==> src/rtl/stop_sleep_pkg.sv <==
// constants, types and helpers shared by the sleep / decelerating-stop command block
//----------------------------------------------------------------------------
//----------------------------------------------------------------------------
package stop_sleep_pkg;

   //-------------------------------------------------------------------------
   // widths
   //-------------------------------------------------------------------------
   localparam int WB_AW     = 8;
   localparam int WB_DW     = 32;
   localparam int WB_BYTES  = 4;
   localparam int BYTE_W    = 8;
   localparam int FRAME_MAX = 8;
   localparam int LEN_W     = 4;
   localparam int ADDR_W    = 7;
   localparam int ID_W      = 5;
   localparam int POS_W     = 11;

   //-------------------------------------------------------------------------
   // frame coding
   //-------------------------------------------------------------------------
   localparam logic [5:0]        SLEEP_ID      = 6'h3c;
   localparam logic [7:0]        SLEEP_FIRST   = 8'h00;
   localparam logic [7:0]        SLEEP_FILL    = 8'hff;
   localparam logic [LEN_W-1:0]  SLEEP_MIN_LEN = 4'h1;
   localparam logic [6:0]        STOP_CMD      = 7'h0f;
   localparam logic [LEN_W-1:0]  STOP_LEN      = 4'h2;
   localparam int                BROAD_BIT     = 7;
   localparam logic [POS_W-1:0]  SECURE_OFF    = 11'h400;

   //-------------------------------------------------------------------------
   // register map (byte addresses) and fields
   //-------------------------------------------------------------------------
   localparam logic [WB_AW-1:0] ADR_CTRL   = 8'h00;
   localparam logic [WB_AW-1:0] ADR_STATUS = 8'h04;
   localparam logic [WB_AW-1:0] ADR_SECURE_POSITION = 8'h08;
   localparam logic [WB_AW-1:0] ADR_TGTPOS = 8'h0c;
   localparam logic [WB_AW-1:0] ADR_ACTUAL_POSITION = 8'h10;
   localparam int CTRL_WAKE_BIT  = 0;
   localparam int CTRL_ADDR_LSB  = 8;
   localparam int CTRL_ID_LSB    = 16;
   localparam int ST_ASLEEP_BIT  = 0;
   localparam int ST_STOP_BIT    = 1;
   localparam int ST_PEND_BIT    = 2;
   localparam int ST_IGN_BIT     = 3;
   localparam int ST_TEMP_BIT    = 4;
   localparam logic [ADDR_W-1:0] NODE_ADDR_RST = 7'h00;
   localparam logic [ID_W-1:0]   CMD_ID_RST    = 5'h00;
   localparam logic [POS_W-1:0]  TGTPOS_RST    = 11'h000;

   //-------------------------------------------------------------------------
   // carriers and states
   //-------------------------------------------------------------------------
   typedef struct packed {
      logic                              valid;
      logic [5:0]                        ident;
      logic [LEN_W-1:0]                  len;
      logic [FRAME_MAX-1:0][BYTE_W-1:0]  data;   // data[0] is the first data byte
   } lin_frame_t;

   typedef struct packed {
      logic                cyc;
      logic                stb;
      logic                we;
      logic [WB_BYTES-1:0] sel;
      logic [WB_AW-1:0]    adr;
      logic [WB_DW-1:0]    dat;
   } wb_req_t;

   typedef struct packed {
      logic             ack;
      logic [WB_DW-1:0] dat;
   } wb_rsp_t;

   typedef enum logic [1:0] {SL_AWAKE, SL_WAIT_TARGET, SL_WAIT_STOP, SL_ASLEEP} sleep_st_t;
   typedef enum logic [1:0] {SS_IDLE, SS_RAMP, SS_HALT} stop_st_t;

   // byte-lane merge for a wishbone write
   function automatic logic [WB_DW-1:0] merge_be(input logic [WB_DW-1:0]    old_v,
                                                 input logic [WB_DW-1:0]    new_v,
                                                 input logic [WB_BYTES-1:0] sel);
      logic [WB_DW-1:0] r;
      r = old_v;
      for (int b = 0; b < WB_BYTES; b++) begin
         if (sel[b]) begin
            r[BYTE_W*b +: BYTE_W] = new_v[BYTE_W*b +: BYTE_W];
         end
      end
      return r;
   endfunction

endpackage

==> src/rtl/lin_sleep_decelerating_stop_cmd.sv <==
// sleep and decelerating-stop command handling with wishbone register file
`timescale 1ns/1ps
`default_nettype none

module lin_sleep_decelerating_stop_cmd (
   // clock and reset
   input  wire logic                                   clk_i,
   input  wire logic                                   rst_i,
   // wishbone slave
   input  wire stop_sleep_pkg::wb_req_t                wb_i,
   output stop_sleep_pkg::wb_rsp_t                     wb_o,
   // frames from the lin data-link layer
   input  wire stop_sleep_pkg::lin_frame_t             frame_i,
   // motion and chip status
   input  wire logic                                   moving_i,
   input  wire logic                                   vmin_reached_i,
   input  wire logic                                   halted_i,
   input  wire logic                                   two_point_reference_run_i,
   input  wire logic                                   over_temp_i,
   input  wire logic                                   wake_i,
   input  wire logic [stop_sleep_pkg::POS_W-1:0]       actual_position_i,
   // motion commands and mode
   output logic                                        sleep_o,
   output logic                                        decel_o,
   output logic                                        halt_o,
   output logic [stop_sleep_pkg::POS_W-1:0]            target_position_o
);

   //-------------------------------------------------------------------------
   // state
   //-------------------------------------------------------------------------
   typedef struct packed {
      logic                              ack;
      logic [stop_sleep_pkg::WB_DW-1:0]  rdat;
      logic [stop_sleep_pkg::ADDR_W-1:0] node_addr;
      logic [stop_sleep_pkg::ID_W-1:0]   cmd_id;
      logic [stop_sleep_pkg::POS_W-1:0]  secure_position;
      logic [stop_sleep_pkg::POS_W-1:0]  target_position;
      logic                              over_temp_q;
      logic                              ignored_stop;
      logic                              temp_stop;
      stop_sleep_pkg::sleep_st_t         sleep_st;
   } main_state_t;

   localparam main_state_t ST_RST = '{
      ack:             1'b0,
      rdat:            '0,
      node_addr:       stop_sleep_pkg::NODE_ADDR_RST,
      cmd_id:          stop_sleep_pkg::CMD_ID_RST,
      secure_position: stop_sleep_pkg::SECURE_OFF,
      target_position: stop_sleep_pkg::TGTPOS_RST,
      over_temp_q:     1'b0,
      ignored_stop:    1'b0,
      temp_stop:       1'b0,
      sleep_st:        stop_sleep_pkg::SL_AWAKE
   };

   main_state_t cur_ff;
   main_state_t nxt_st;

   //-------------------------------------------------------------------------
   // frame recognition and stop sequencer
   //-------------------------------------------------------------------------
   logic sleep_hit;
   logic stop_hit;
   logic temp_rise;
   logic ext_stop;
   logic sleep_stop;
   logic stop_start;
   logic stop_done;
   logic stop_busy;

   lin_frame_classifier u_classifier (
      .frame_i     (frame_i),
      .node_addr_i (cur_ff.node_addr),
      .cmd_id_i    (cur_ff.cmd_id),
      .sleep_hit_o (sleep_hit),
      .stop_hit_o  (stop_hit)
   );

   decel_stop_seq u_stop_seq (
      .clk_i          (clk_i),
      .rst_i          (rst_i),
      .start_i        (stop_start),
      .moving_i       (moving_i),
      .vmin_reached_i (vmin_reached_i),
      .halted_i       (halted_i),
      .decel_o        (decel_o),
      .halt_o         (halt_o),
      .done_o         (stop_done)
   );

   // only a fresh over-temperature starts a stop, not a lasting one
   assign temp_rise  = over_temp_i && !cur_ff.over_temp_q;
   // external and thermal requests are dropped during a reference run
   assign ext_stop   = (stop_hit || temp_rise) && !two_point_reference_run_i;
   assign stop_start = ext_stop || sleep_stop;
   assign stop_busy  = decel_o || halt_o;

   //-------------------------------------------------------------------------
   // bus decode helpers
   //-------------------------------------------------------------------------
   logic                             bus_req;
   logic                             bus_wr;
   logic [stop_sleep_pkg::WB_DW-1:0] rd_word;
   logic [stop_sleep_pkg::WB_DW-1:0] wr_word;

   // request taken while ack is low; write committed on the acked edge
   assign bus_req = wb_i.cyc && wb_i.stb && !cur_ff.ack;
   assign bus_wr  = wb_i.cyc && wb_i.stb && wb_i.we && cur_ff.ack;

   // read mux, unmapped addresses read zero
   always_comb begin
      rd_word = '0;
      unique case (wb_i.adr)
         stop_sleep_pkg::ADR_CTRL: begin
            rd_word[stop_sleep_pkg::CTRL_ADDR_LSB +: stop_sleep_pkg::ADDR_W] = cur_ff.node_addr;
            rd_word[stop_sleep_pkg::CTRL_ID_LSB +: stop_sleep_pkg::ID_W]     = cur_ff.cmd_id;
         end
         stop_sleep_pkg::ADR_STATUS: begin
            rd_word[stop_sleep_pkg::ST_ASLEEP_BIT] = cur_ff.sleep_st == stop_sleep_pkg::SL_ASLEEP;
            rd_word[stop_sleep_pkg::ST_STOP_BIT]   = stop_busy;
            rd_word[stop_sleep_pkg::ST_PEND_BIT]   =
               cur_ff.sleep_st == stop_sleep_pkg::SL_WAIT_TARGET ||
               cur_ff.sleep_st == stop_sleep_pkg::SL_WAIT_STOP;
            rd_word[stop_sleep_pkg::ST_IGN_BIT]    = cur_ff.ignored_stop;
            rd_word[stop_sleep_pkg::ST_TEMP_BIT]   = cur_ff.temp_stop;
         end
         stop_sleep_pkg::ADR_SECURE_POSITION: begin
            rd_word[stop_sleep_pkg::POS_W-1:0] = cur_ff.secure_position;
         end
         stop_sleep_pkg::ADR_TGTPOS: begin
            rd_word[stop_sleep_pkg::POS_W-1:0] = cur_ff.target_position;
         end
         stop_sleep_pkg::ADR_ACTUAL_POSITION: begin
            rd_word[stop_sleep_pkg::POS_W-1:0] = actual_position_i;
         end
         default: rd_word = '0;
      endcase
   end

   // merged write value; reading the current word keeps unselected lanes
   assign wr_word = stop_sleep_pkg::merge_be(rd_word, wb_i.dat, wb_i.sel);

   //-------------------------------------------------------------------------
   // next-state logic
   //-------------------------------------------------------------------------
   always_comb begin
      nxt_st      = cur_ff;
      sleep_stop  = 1'b0;
      nxt_st.ack  = bus_req;
      nxt_st.over_temp_q = over_temp_i;
      if (bus_req) begin
         nxt_st.rdat = rd_word;
      end

      // software writes; hardware updates below take precedence
      if (bus_wr) begin
         unique case (wb_i.adr)
            stop_sleep_pkg::ADR_CTRL: begin
               nxt_st.node_addr =
                  wr_word[stop_sleep_pkg::CTRL_ADDR_LSB +: stop_sleep_pkg::ADDR_W];
               nxt_st.cmd_id = wr_word[stop_sleep_pkg::CTRL_ID_LSB +: stop_sleep_pkg::ID_W];
            end
            stop_sleep_pkg::ADR_STATUS: begin
               // write one to clear the sticky flags
               if (wr_word[stop_sleep_pkg::ST_IGN_BIT]) begin
                  nxt_st.ignored_stop = 1'b0;
               end
               if (wr_word[stop_sleep_pkg::ST_TEMP_BIT]) begin
                  nxt_st.temp_stop = 1'b0;
               end
            end
            stop_sleep_pkg::ADR_SECURE_POSITION: begin
               nxt_st.secure_position = wr_word[stop_sleep_pkg::POS_W-1:0];
            end
            stop_sleep_pkg::ADR_TGTPOS: begin
               nxt_st.target_position = wr_word[stop_sleep_pkg::POS_W-1:0];
            end
            default: ;
         endcase
      end

      // sticky flags: a set in the clearing cycle wins
      if ((stop_hit || temp_rise) && two_point_reference_run_i) begin
         nxt_st.ignored_stop = 1'b1;
      end
      if (temp_rise && !two_point_reference_run_i) begin
         nxt_st.temp_stop = 1'b1;
      end

      // sleep sequencing
      unique case (cur_ff.sleep_st)
         stop_sleep_pkg::SL_AWAKE: begin
            if (sleep_hit) begin
               if (!moving_i) begin
                  nxt_st.sleep_st = stop_sleep_pkg::SL_ASLEEP;
               end else if (cur_ff.secure_position != stop_sleep_pkg::SECURE_OFF) begin
                  nxt_st.target_position = cur_ff.secure_position;
                  nxt_st.sleep_st        = stop_sleep_pkg::SL_WAIT_TARGET;
               end else begin
                  sleep_stop      = 1'b1;
                  nxt_st.sleep_st = stop_sleep_pkg::SL_WAIT_STOP;
               end
            end
         end
         stop_sleep_pkg::SL_WAIT_TARGET: begin
            // the motor runs on to the secure position, then sleeps
            if (!moving_i) begin
               nxt_st.sleep_st = stop_sleep_pkg::SL_ASLEEP;
            end
         end
         stop_sleep_pkg::SL_WAIT_STOP: begin
            // motion that ended on its own must not leave us waiting forever
            if (stop_done || (!moving_i && !stop_busy)) begin
               nxt_st.sleep_st = stop_sleep_pkg::SL_ASLEEP;
            end
         end
         stop_sleep_pkg::SL_ASLEEP: begin
            if (wake_i || (bus_wr && wb_i.adr == stop_sleep_pkg::ADR_CTRL &&
                           wr_word[stop_sleep_pkg::CTRL_WAKE_BIT])) begin
               nxt_st.sleep_st = stop_sleep_pkg::SL_AWAKE;
            end
         end
      endcase

      // hold where the motor stopped; overrides any other target update
      if (stop_done) begin
         nxt_st.target_position = actual_position_i;
      end
   end

   //-------------------------------------------------------------------------
   // state register
   //-------------------------------------------------------------------------
   always_ff @(posedge clk_i) begin
      if (rst_i) begin
         cur_ff <= ST_RST;
      end else begin
         cur_ff <= nxt_st;
      end
   end

   //-------------------------------------------------------------------------
   // outputs
   //-------------------------------------------------------------------------
   assign wb_o              = '{ack: cur_ff.ack, dat: cur_ff.rdat};
   assign sleep_o           = cur_ff.sleep_st == stop_sleep_pkg::SL_ASLEEP;
   assign target_position_o = cur_ff.target_position;

   logic sleep_ok;
   assign sleep_ok = cur_ff.sleep_st == stop_sleep_pkg::SL_AWAKE && sleep_hit;
endmodule // lin_sleep_decelerating_stop_cmd

`default_nettype wire

==> src/rtl/lin_frame_classifier.sv <==
// combinational recognition of sleep and decelerating-stop frames
`timescale 1ns/1ps
`default_nettype none

module lin_frame_classifier (
   // received frame
   input  wire stop_sleep_pkg::lin_frame_t              frame_i,
   // node configuration
   input  wire logic [stop_sleep_pkg::ADDR_W-1:0]       node_addr_i,
   input  wire logic [stop_sleep_pkg::ID_W-1:0]         cmd_id_i,
   // hits
   output logic                                         sleep_hit_o,
   output logic                                         stop_hit_o
);

   logic fill_ok;
   logic addr_ok;

   // pattern checks; address plays no part in sleep
   always_comb begin
      fill_ok = 1'b1;
      for (int i = 1; i < stop_sleep_pkg::FRAME_MAX; i++) begin
         if (stop_sleep_pkg::LEN_W'(i) < frame_i.len &&
             frame_i.data[i] != stop_sleep_pkg::SLEEP_FILL) begin
            fill_ok = 1'b0;
         end
      end
      sleep_hit_o = frame_i.valid && frame_i.ident == stop_sleep_pkg::SLEEP_ID &&
                    frame_i.len >= stop_sleep_pkg::SLEEP_MIN_LEN &&
                    frame_i.data[0] == stop_sleep_pkg::SLEEP_FIRST && fill_ok;
      // flag clear: all nodes; flag set: own address only
      addr_ok = !frame_i.data[1][stop_sleep_pkg::BROAD_BIT] ||
                frame_i.data[1][stop_sleep_pkg::ADDR_W-1:0] == node_addr_i;
      stop_hit_o = frame_i.valid && frame_i.ident == {1'b0, cmd_id_i} &&
                   frame_i.len == stop_sleep_pkg::STOP_LEN &&
                   frame_i.data[0] == {1'b1, stop_sleep_pkg::STOP_CMD} && addr_ok;
   end

endmodule // lin_frame_classifier

`default_nettype wire

==> src/rtl/decel_stop_seq.sv <==
// decelerating stop sequencer: ramp to minimum velocity, halt, report done
`timescale 1ns/1ps
`default_nettype none

module decel_stop_seq (
   // clock and reset
   input  wire logic clk_i,
   input  wire logic rst_i,
   // request and motion feedback
   input  wire logic start_i,
   input  wire logic moving_i,
   input  wire logic vmin_reached_i,
   input  wire logic halted_i,
   // motion commands
   output logic      decel_o,
   output logic      halt_o,
   output logic      done_o
);

   typedef struct packed {
      stop_sleep_pkg::stop_st_t st;
   } seq_state_t;

   seq_state_t cur_ff;
   seq_state_t nxt_st;

   // a start while already stopping is absorbed by the running sequence
   always_comb begin
      nxt_st = cur_ff;
      unique case (cur_ff.st)
         stop_sleep_pkg::SS_IDLE: begin
            if (start_i && moving_i) begin
               nxt_st.st = stop_sleep_pkg::SS_RAMP;
            end
         end
         stop_sleep_pkg::SS_RAMP: begin
            if (vmin_reached_i) begin
               nxt_st.st = stop_sleep_pkg::SS_HALT;
            end
         end
         stop_sleep_pkg::SS_HALT: begin
            if (halted_i) begin
               nxt_st.st = stop_sleep_pkg::SS_IDLE;
            end
         end
         default: nxt_st.st = stop_sleep_pkg::SS_IDLE;
      endcase
   end

   // state register
   always_ff @(posedge clk_i) begin
      if (rst_i) begin
         cur_ff.st <= stop_sleep_pkg::SS_IDLE;
      end else begin
         cur_ff <= nxt_st;
      end
   end

   assign decel_o = cur_ff.st == stop_sleep_pkg::SS_RAMP;
   assign halt_o  = cur_ff.st == stop_sleep_pkg::SS_HALT;
   assign done_o  = halt_o && halted_i;

endmodule // decel_stop_seq

`default_nettype wire

==> config.mk <==
export PLATFORM = sky130hd
export DESIGN_NAME = lin_sleep_decelerating_stop_cmd
export DESIGN_NICKNAME = d
export VERILOG_FILES = /design/src/rtl/stop_sleep_pkg.sv /design/src/rtl/lin_sleep_decelerating_stop_cmd.sv /design/src/rtl/lin_frame_classifier.sv /design/src/rtl/decel_stop_seq.sv
export SDC_FILE = /design/constraint.sdc
export NUM_CORES = 1
export LEC_CHECK = 0
export ABC_AREA = 1
export BUFFER_PORTS_ARGS = -buffer_cell sky130_fd_sc_hd__buf_2
export CAP_MARGIN = 25
export CORE_UTILIZATION = 30
export DETAILED_ROUTE_END_ITERATION = 8
export GPL_TIMING_DRIVEN = 0
export SLEW_MARGIN = 10
export SYNTH_ARGS = -nofsm -noshare
export SYNTH_HDL_FRONTEND = slang
export SYNTH_HIERARCHICAL = 1
export SYNTH_SLANG_ARGS = --single-unit
==> constraint.sdc <==
create_clock -name clk_i -period 2.4 [get_ports clk_i]
set_clock_uncertainty 0.05 [all_clocks]
set_input_delay 0.12 -clock clk_i [delete_from_list [all_inputs] [get_ports clk_i]]
set_output_delay 0.12 -clock clk_i [all_outputs]
set_load 0.01 [all_outputs]
==> impl_metrics.tcl <==
set metrics [dict create \
    place_inst 1038 \
    syn_area_per_cell_um2 6.60 \
    fp.dieH_um 124 \
    power_mw 3.05 \
    synth_sequential_area_ratio_pct 27.6 \
    via_per_inst 4.80 \
    max_freq_mhz 517 \
    synth_most_common_cell "sky130_fd_sc_hd__nand2_1" \
    nets 1014 \
    final_setup_violating_endpoints 0 \
    p_sw_mw 0.821 \
    ys_dominant_reg_cell "sky130_fd_sc_hd__dfxtp_1" \
    cts.sinks 62 \
    number_of_warnings_printed_during_yosys_synthesis 6 \
    synth_edf_count 0 \
    synth.ff_latch_count 62 \
    critPathArrivalTime_ps 2100 \
    p_seq_share_pct 36.1 \
    place.port_buffers 162 \
    overall_overflow_remaining_after_global_route 0 \
    clk_pin_slew_worst_paths_ps 50 \
    fp.dieArea_mm2 0.0155 \
    boundary_pins 188 \
    number_of_instances_in_the_synthesized_netlist 681 \
    wl_per_cell_um 14.2 \
    clock_insertion_delay_worst_skew_ps 350 \
    relSlewSlack_pct 54.3 \
    route.detailed.drc 0 \
    htree_num_levels 3 \
    final-max-slew-violation-count 0 \
    synthTopCellsByArea "sky130_fd_sc_hd__dfxtp_1, sky130_fd_sc_hd__nand2_1, sky130_fd_sc_hd__buf_4" \
    critPathMaxFanout 10 \
    critical_path.endpoint_type "register" \
    initial_antenna_violation_count 0 \
    worstMarginPinSlew_ps 686 \
    p_clk_share_pct 45.2 \
    max-cap-violations 0 \
    share_of_total_power_in_combinational_logic_pct 18.6 \
    synth.cell_area_mm2 0.00449 \
    critPathKind "register to register" \
    drtAntennaViolNets 0 \
    core.rowCount 44 \
    layoutNonFillerInstCount 1056 \
    clock_tree.root_cell "sky130_fd_sc_hd__clkbuf_16" \
    netlist-cell-type-count 41 \
    layout.filler_cells 1601 \
    post_synthesis_to_final_layout_area_growth_pct 31.5 \
    synth.top_cell.area_share_pct 27.6 \
    cts_tree "yes" \
    drtPass1Iterations 5 \
    internal_power_mw 2.22 \
    power.density_mw_per_mm2 515 \
    worstHoldPathType "primary input to register" \
    totalWireLength_mm 15.0 \
    timing.critical_path.required_ps 2560 \
    detailedRoute.firstIterationViolations 313 \
    max-clock-path-buffers 2 \
    switching_share_pct 27.0 \
    via_count_of_the_first_global_routing_pass 4691 \
    max-vdd-ir-drop_uv 293 \
    postCtsSetupRepairBufs 0 \
    hpwlAfterDp_mm 11.7 \
    period_minus_ws_final_ps 1930 \
    netlist.top_cell.by_area "sky130_fd_sc_hd__dfxtp_1" \
    antenna_cells 0 \
    initial_utilization_pct 30.8 \
    fp.dieW_um 124 \
    num_vias 5069 \
    rsz_0062_raised_after_global_routing "false" \
    yosys-top-cells-count "sky130_fd_sc_hd__nand2_1, sky130_fd_sc_hd__o21ai_0, sky130_fd_sc_hd__dfxtp_1" \
    grt_start_max_net_pins 11 \
    globalRouteTotalUtil_pct 19.7 \
    outcome "finished clean" \
    routabilityCongestion 0.937 \
    tritoncts.num_buffers 9 \
    r2r_slack_ps 470 \
    global_route_wire_length_before_repair_mm 24.1 \
    post_route_cells_drive_above_1_share_pct 33.8 \
    design.core.area_mm2 0.0146 \
    finalSetupTns_ps 0 \
    worstSetupStartpointType "register" \
    layout_worst_path_cycle_share_pct 80.6 \
    final_hold_viols 0 \
    leakage_nw 2.92 \
    ys_async_sr_fraction_pct 0 \
]
==> critical path, cell delays in order, from the launching register on <==
cell                       delay, ps
sky130_fd_sc_hd__dfxtp_1         370
sky130_fd_sc_hd__inv_1           100
sky130_fd_sc_hd__ha_1            210
sky130_fd_sc_hd__nand2_1          90
sky130_fd_sc_hd__clkinv_1        270
sky130_fd_sc_hd__nand3_2         240
sky130_fd_sc_hd__buf_6           180
sky130_fd_sc_hd__nand2_1          60
sky130_fd_sc_hd__inv_1            50
sky130_fd_sc_hd__nand2_1          40
sky130_fd_sc_hd__nand2_1          70
sky130_fd_sc_hd__a21oi_1          60
==> layer usage <==
| layer | GRT usage [%] | wire length, µm | vias to the layer above |
|---|---|---|---|
| met5 | 0 | 0 | - |
| met4 | 6.95 | 299 | 0 |
| met3 | 4.55 | 1010 | 20 |
| met2 | 31.9 | 6910 | 223 |
| met1 | 25.5 | 6820 | 2247 |
| li1 | - | - | 2579 |
==> logic make-up after synthesis <==
kind of cell,Yosys count,share of synthesized area [%]
xor gates and xnor gates,6,1.17
and+or+nand+nor,320,34.7
DFF,62,27.6
other,1,0.0834
adders and majority gates,5,1.39
AOI/OAI and AO/OA,151,18.7
buffers and inverters,136,16.3
==> state kept, by name (all words and copies together), names as in the netlist <==
| register | flops |
|---|---|
| cur_ff | 28 |
| target_position_o | 11 |
| u_stop_seq/cur_ff | 2 |
| wb_o | 21 |
==> layout make-up <==
| type | instances | area, µm² | area share, % |
|---|---|---|---|
| sequential | 62 | 1240 | 21.0 |
| tap | 184 | 230 | 3.90 |
| multi-input combinational | 494 | 2560 | 43.3 |
| clock inverter | 5 | 75.1 | 1.27 |
| buffer | 71 | 489 | 8.28 |
| timing repair buffer | 165 | 841 | 14.2 |
| clock buffer | 10 | 229 | 3.87 |
| inverter | 65 | 244 | 4.13 |
==> power by group through the flow <==
stage | logic, mW | registers (mW) | clock network, mW
2_1_floorplan | 0.340 | 1.11 | 0
3_3_place_gp | 0.558 | 1.12 | 0
3_5_place_dp | 0.560 | 1.12 | 0
4_1_cts | 0.567 | 1.10 | 1.40
5_1_grt | 0.640 | 1.11 | 1.44
6_report | 0.568 | 1.10 | 1.38
==> per-stage QoR <==
stage          utilization, %  cell area (µm²)  setup slack, ps  hold WS [ps]
2_1_floorplan               -             4540              829           139
3_3_place_gp             38.2             5580              245           307
3_5_place_dp             38.2             5580              261           319
4_1_cts                  40.5             5910              492          5.41
5_1_grt                  40.5             5910              285          13.9
6_report                 40.5             5910              466          13.7
==> final timing paths <==
kind                                 from                   end  cells past startpoint
worst min register to register  cur_ff[2]             cur_ff[2]                      2
worst min-delay path             wb_i[16]            cur_ff[27]                      3
worst max-delay path            cur_ff[0]  target_position_o[1]                     11
worst max register to register  cur_ff[0]  target_position_o[1]                     11
==> cells in the final DEF, fill, tap and decap left out, types with 4 or more instances in the layout <==
cell type	synthesis	final
sky130_fd_sc_hd__buf_2	4	166
sky130_fd_sc_hd__nand2_1	138	138
sky130_fd_sc_hd__o21ai_0	63	63
sky130_fd_sc_hd__dfxtp_1	62	62
sky130_fd_sc_hd__nand3_1	61	61
sky130_fd_sc_hd__nor2_1	54	54
sky130_fd_sc_hd__inv_1	51	51
sky130_fd_sc_hd__buf_4	48	48
sky130_fd_sc_hd__a21oi_1	48	48
sky130_fd_sc_hd__clkbuf_1	14	15
sky130_fd_sc_hd__nand4_1	14	14
sky130_fd_sc_hd__o21ai_1	12	12
sky130_fd_sc_hd__conb_1	1	12
sky130_fd_sc_hd__inv_2	11	11
sky130_fd_sc_hd__a31oi_1	11	11
sky130_fd_sc_hd__or2_2	9	9
sky130_fd_sc_hd__nand2_2	9	9
sky130_fd_sc_hd__nor2_2	9	9
sky130_fd_sc_hd__clkbuf_16	0	9
sky130_fd_sc_hd__nand3_2	6	6
sky130_fd_sc_hd__buf_6	5	5
sky130_fd_sc_hd__o211ai_1	5	5
sky130_fd_sc_hd__a211oi_2	5	5
sky130_fd_sc_hd__ha_1	5	5
sky130_fd_sc_hd__nand2_4	4	4
==> timing repair <==
item | 4_1_cts | 5_1_grt
endpoints found under the hold margin | 3 | 0
hold buffers | 3 | 0
resized for setup | 0 | 0
(Power assumes the default switching activity.)
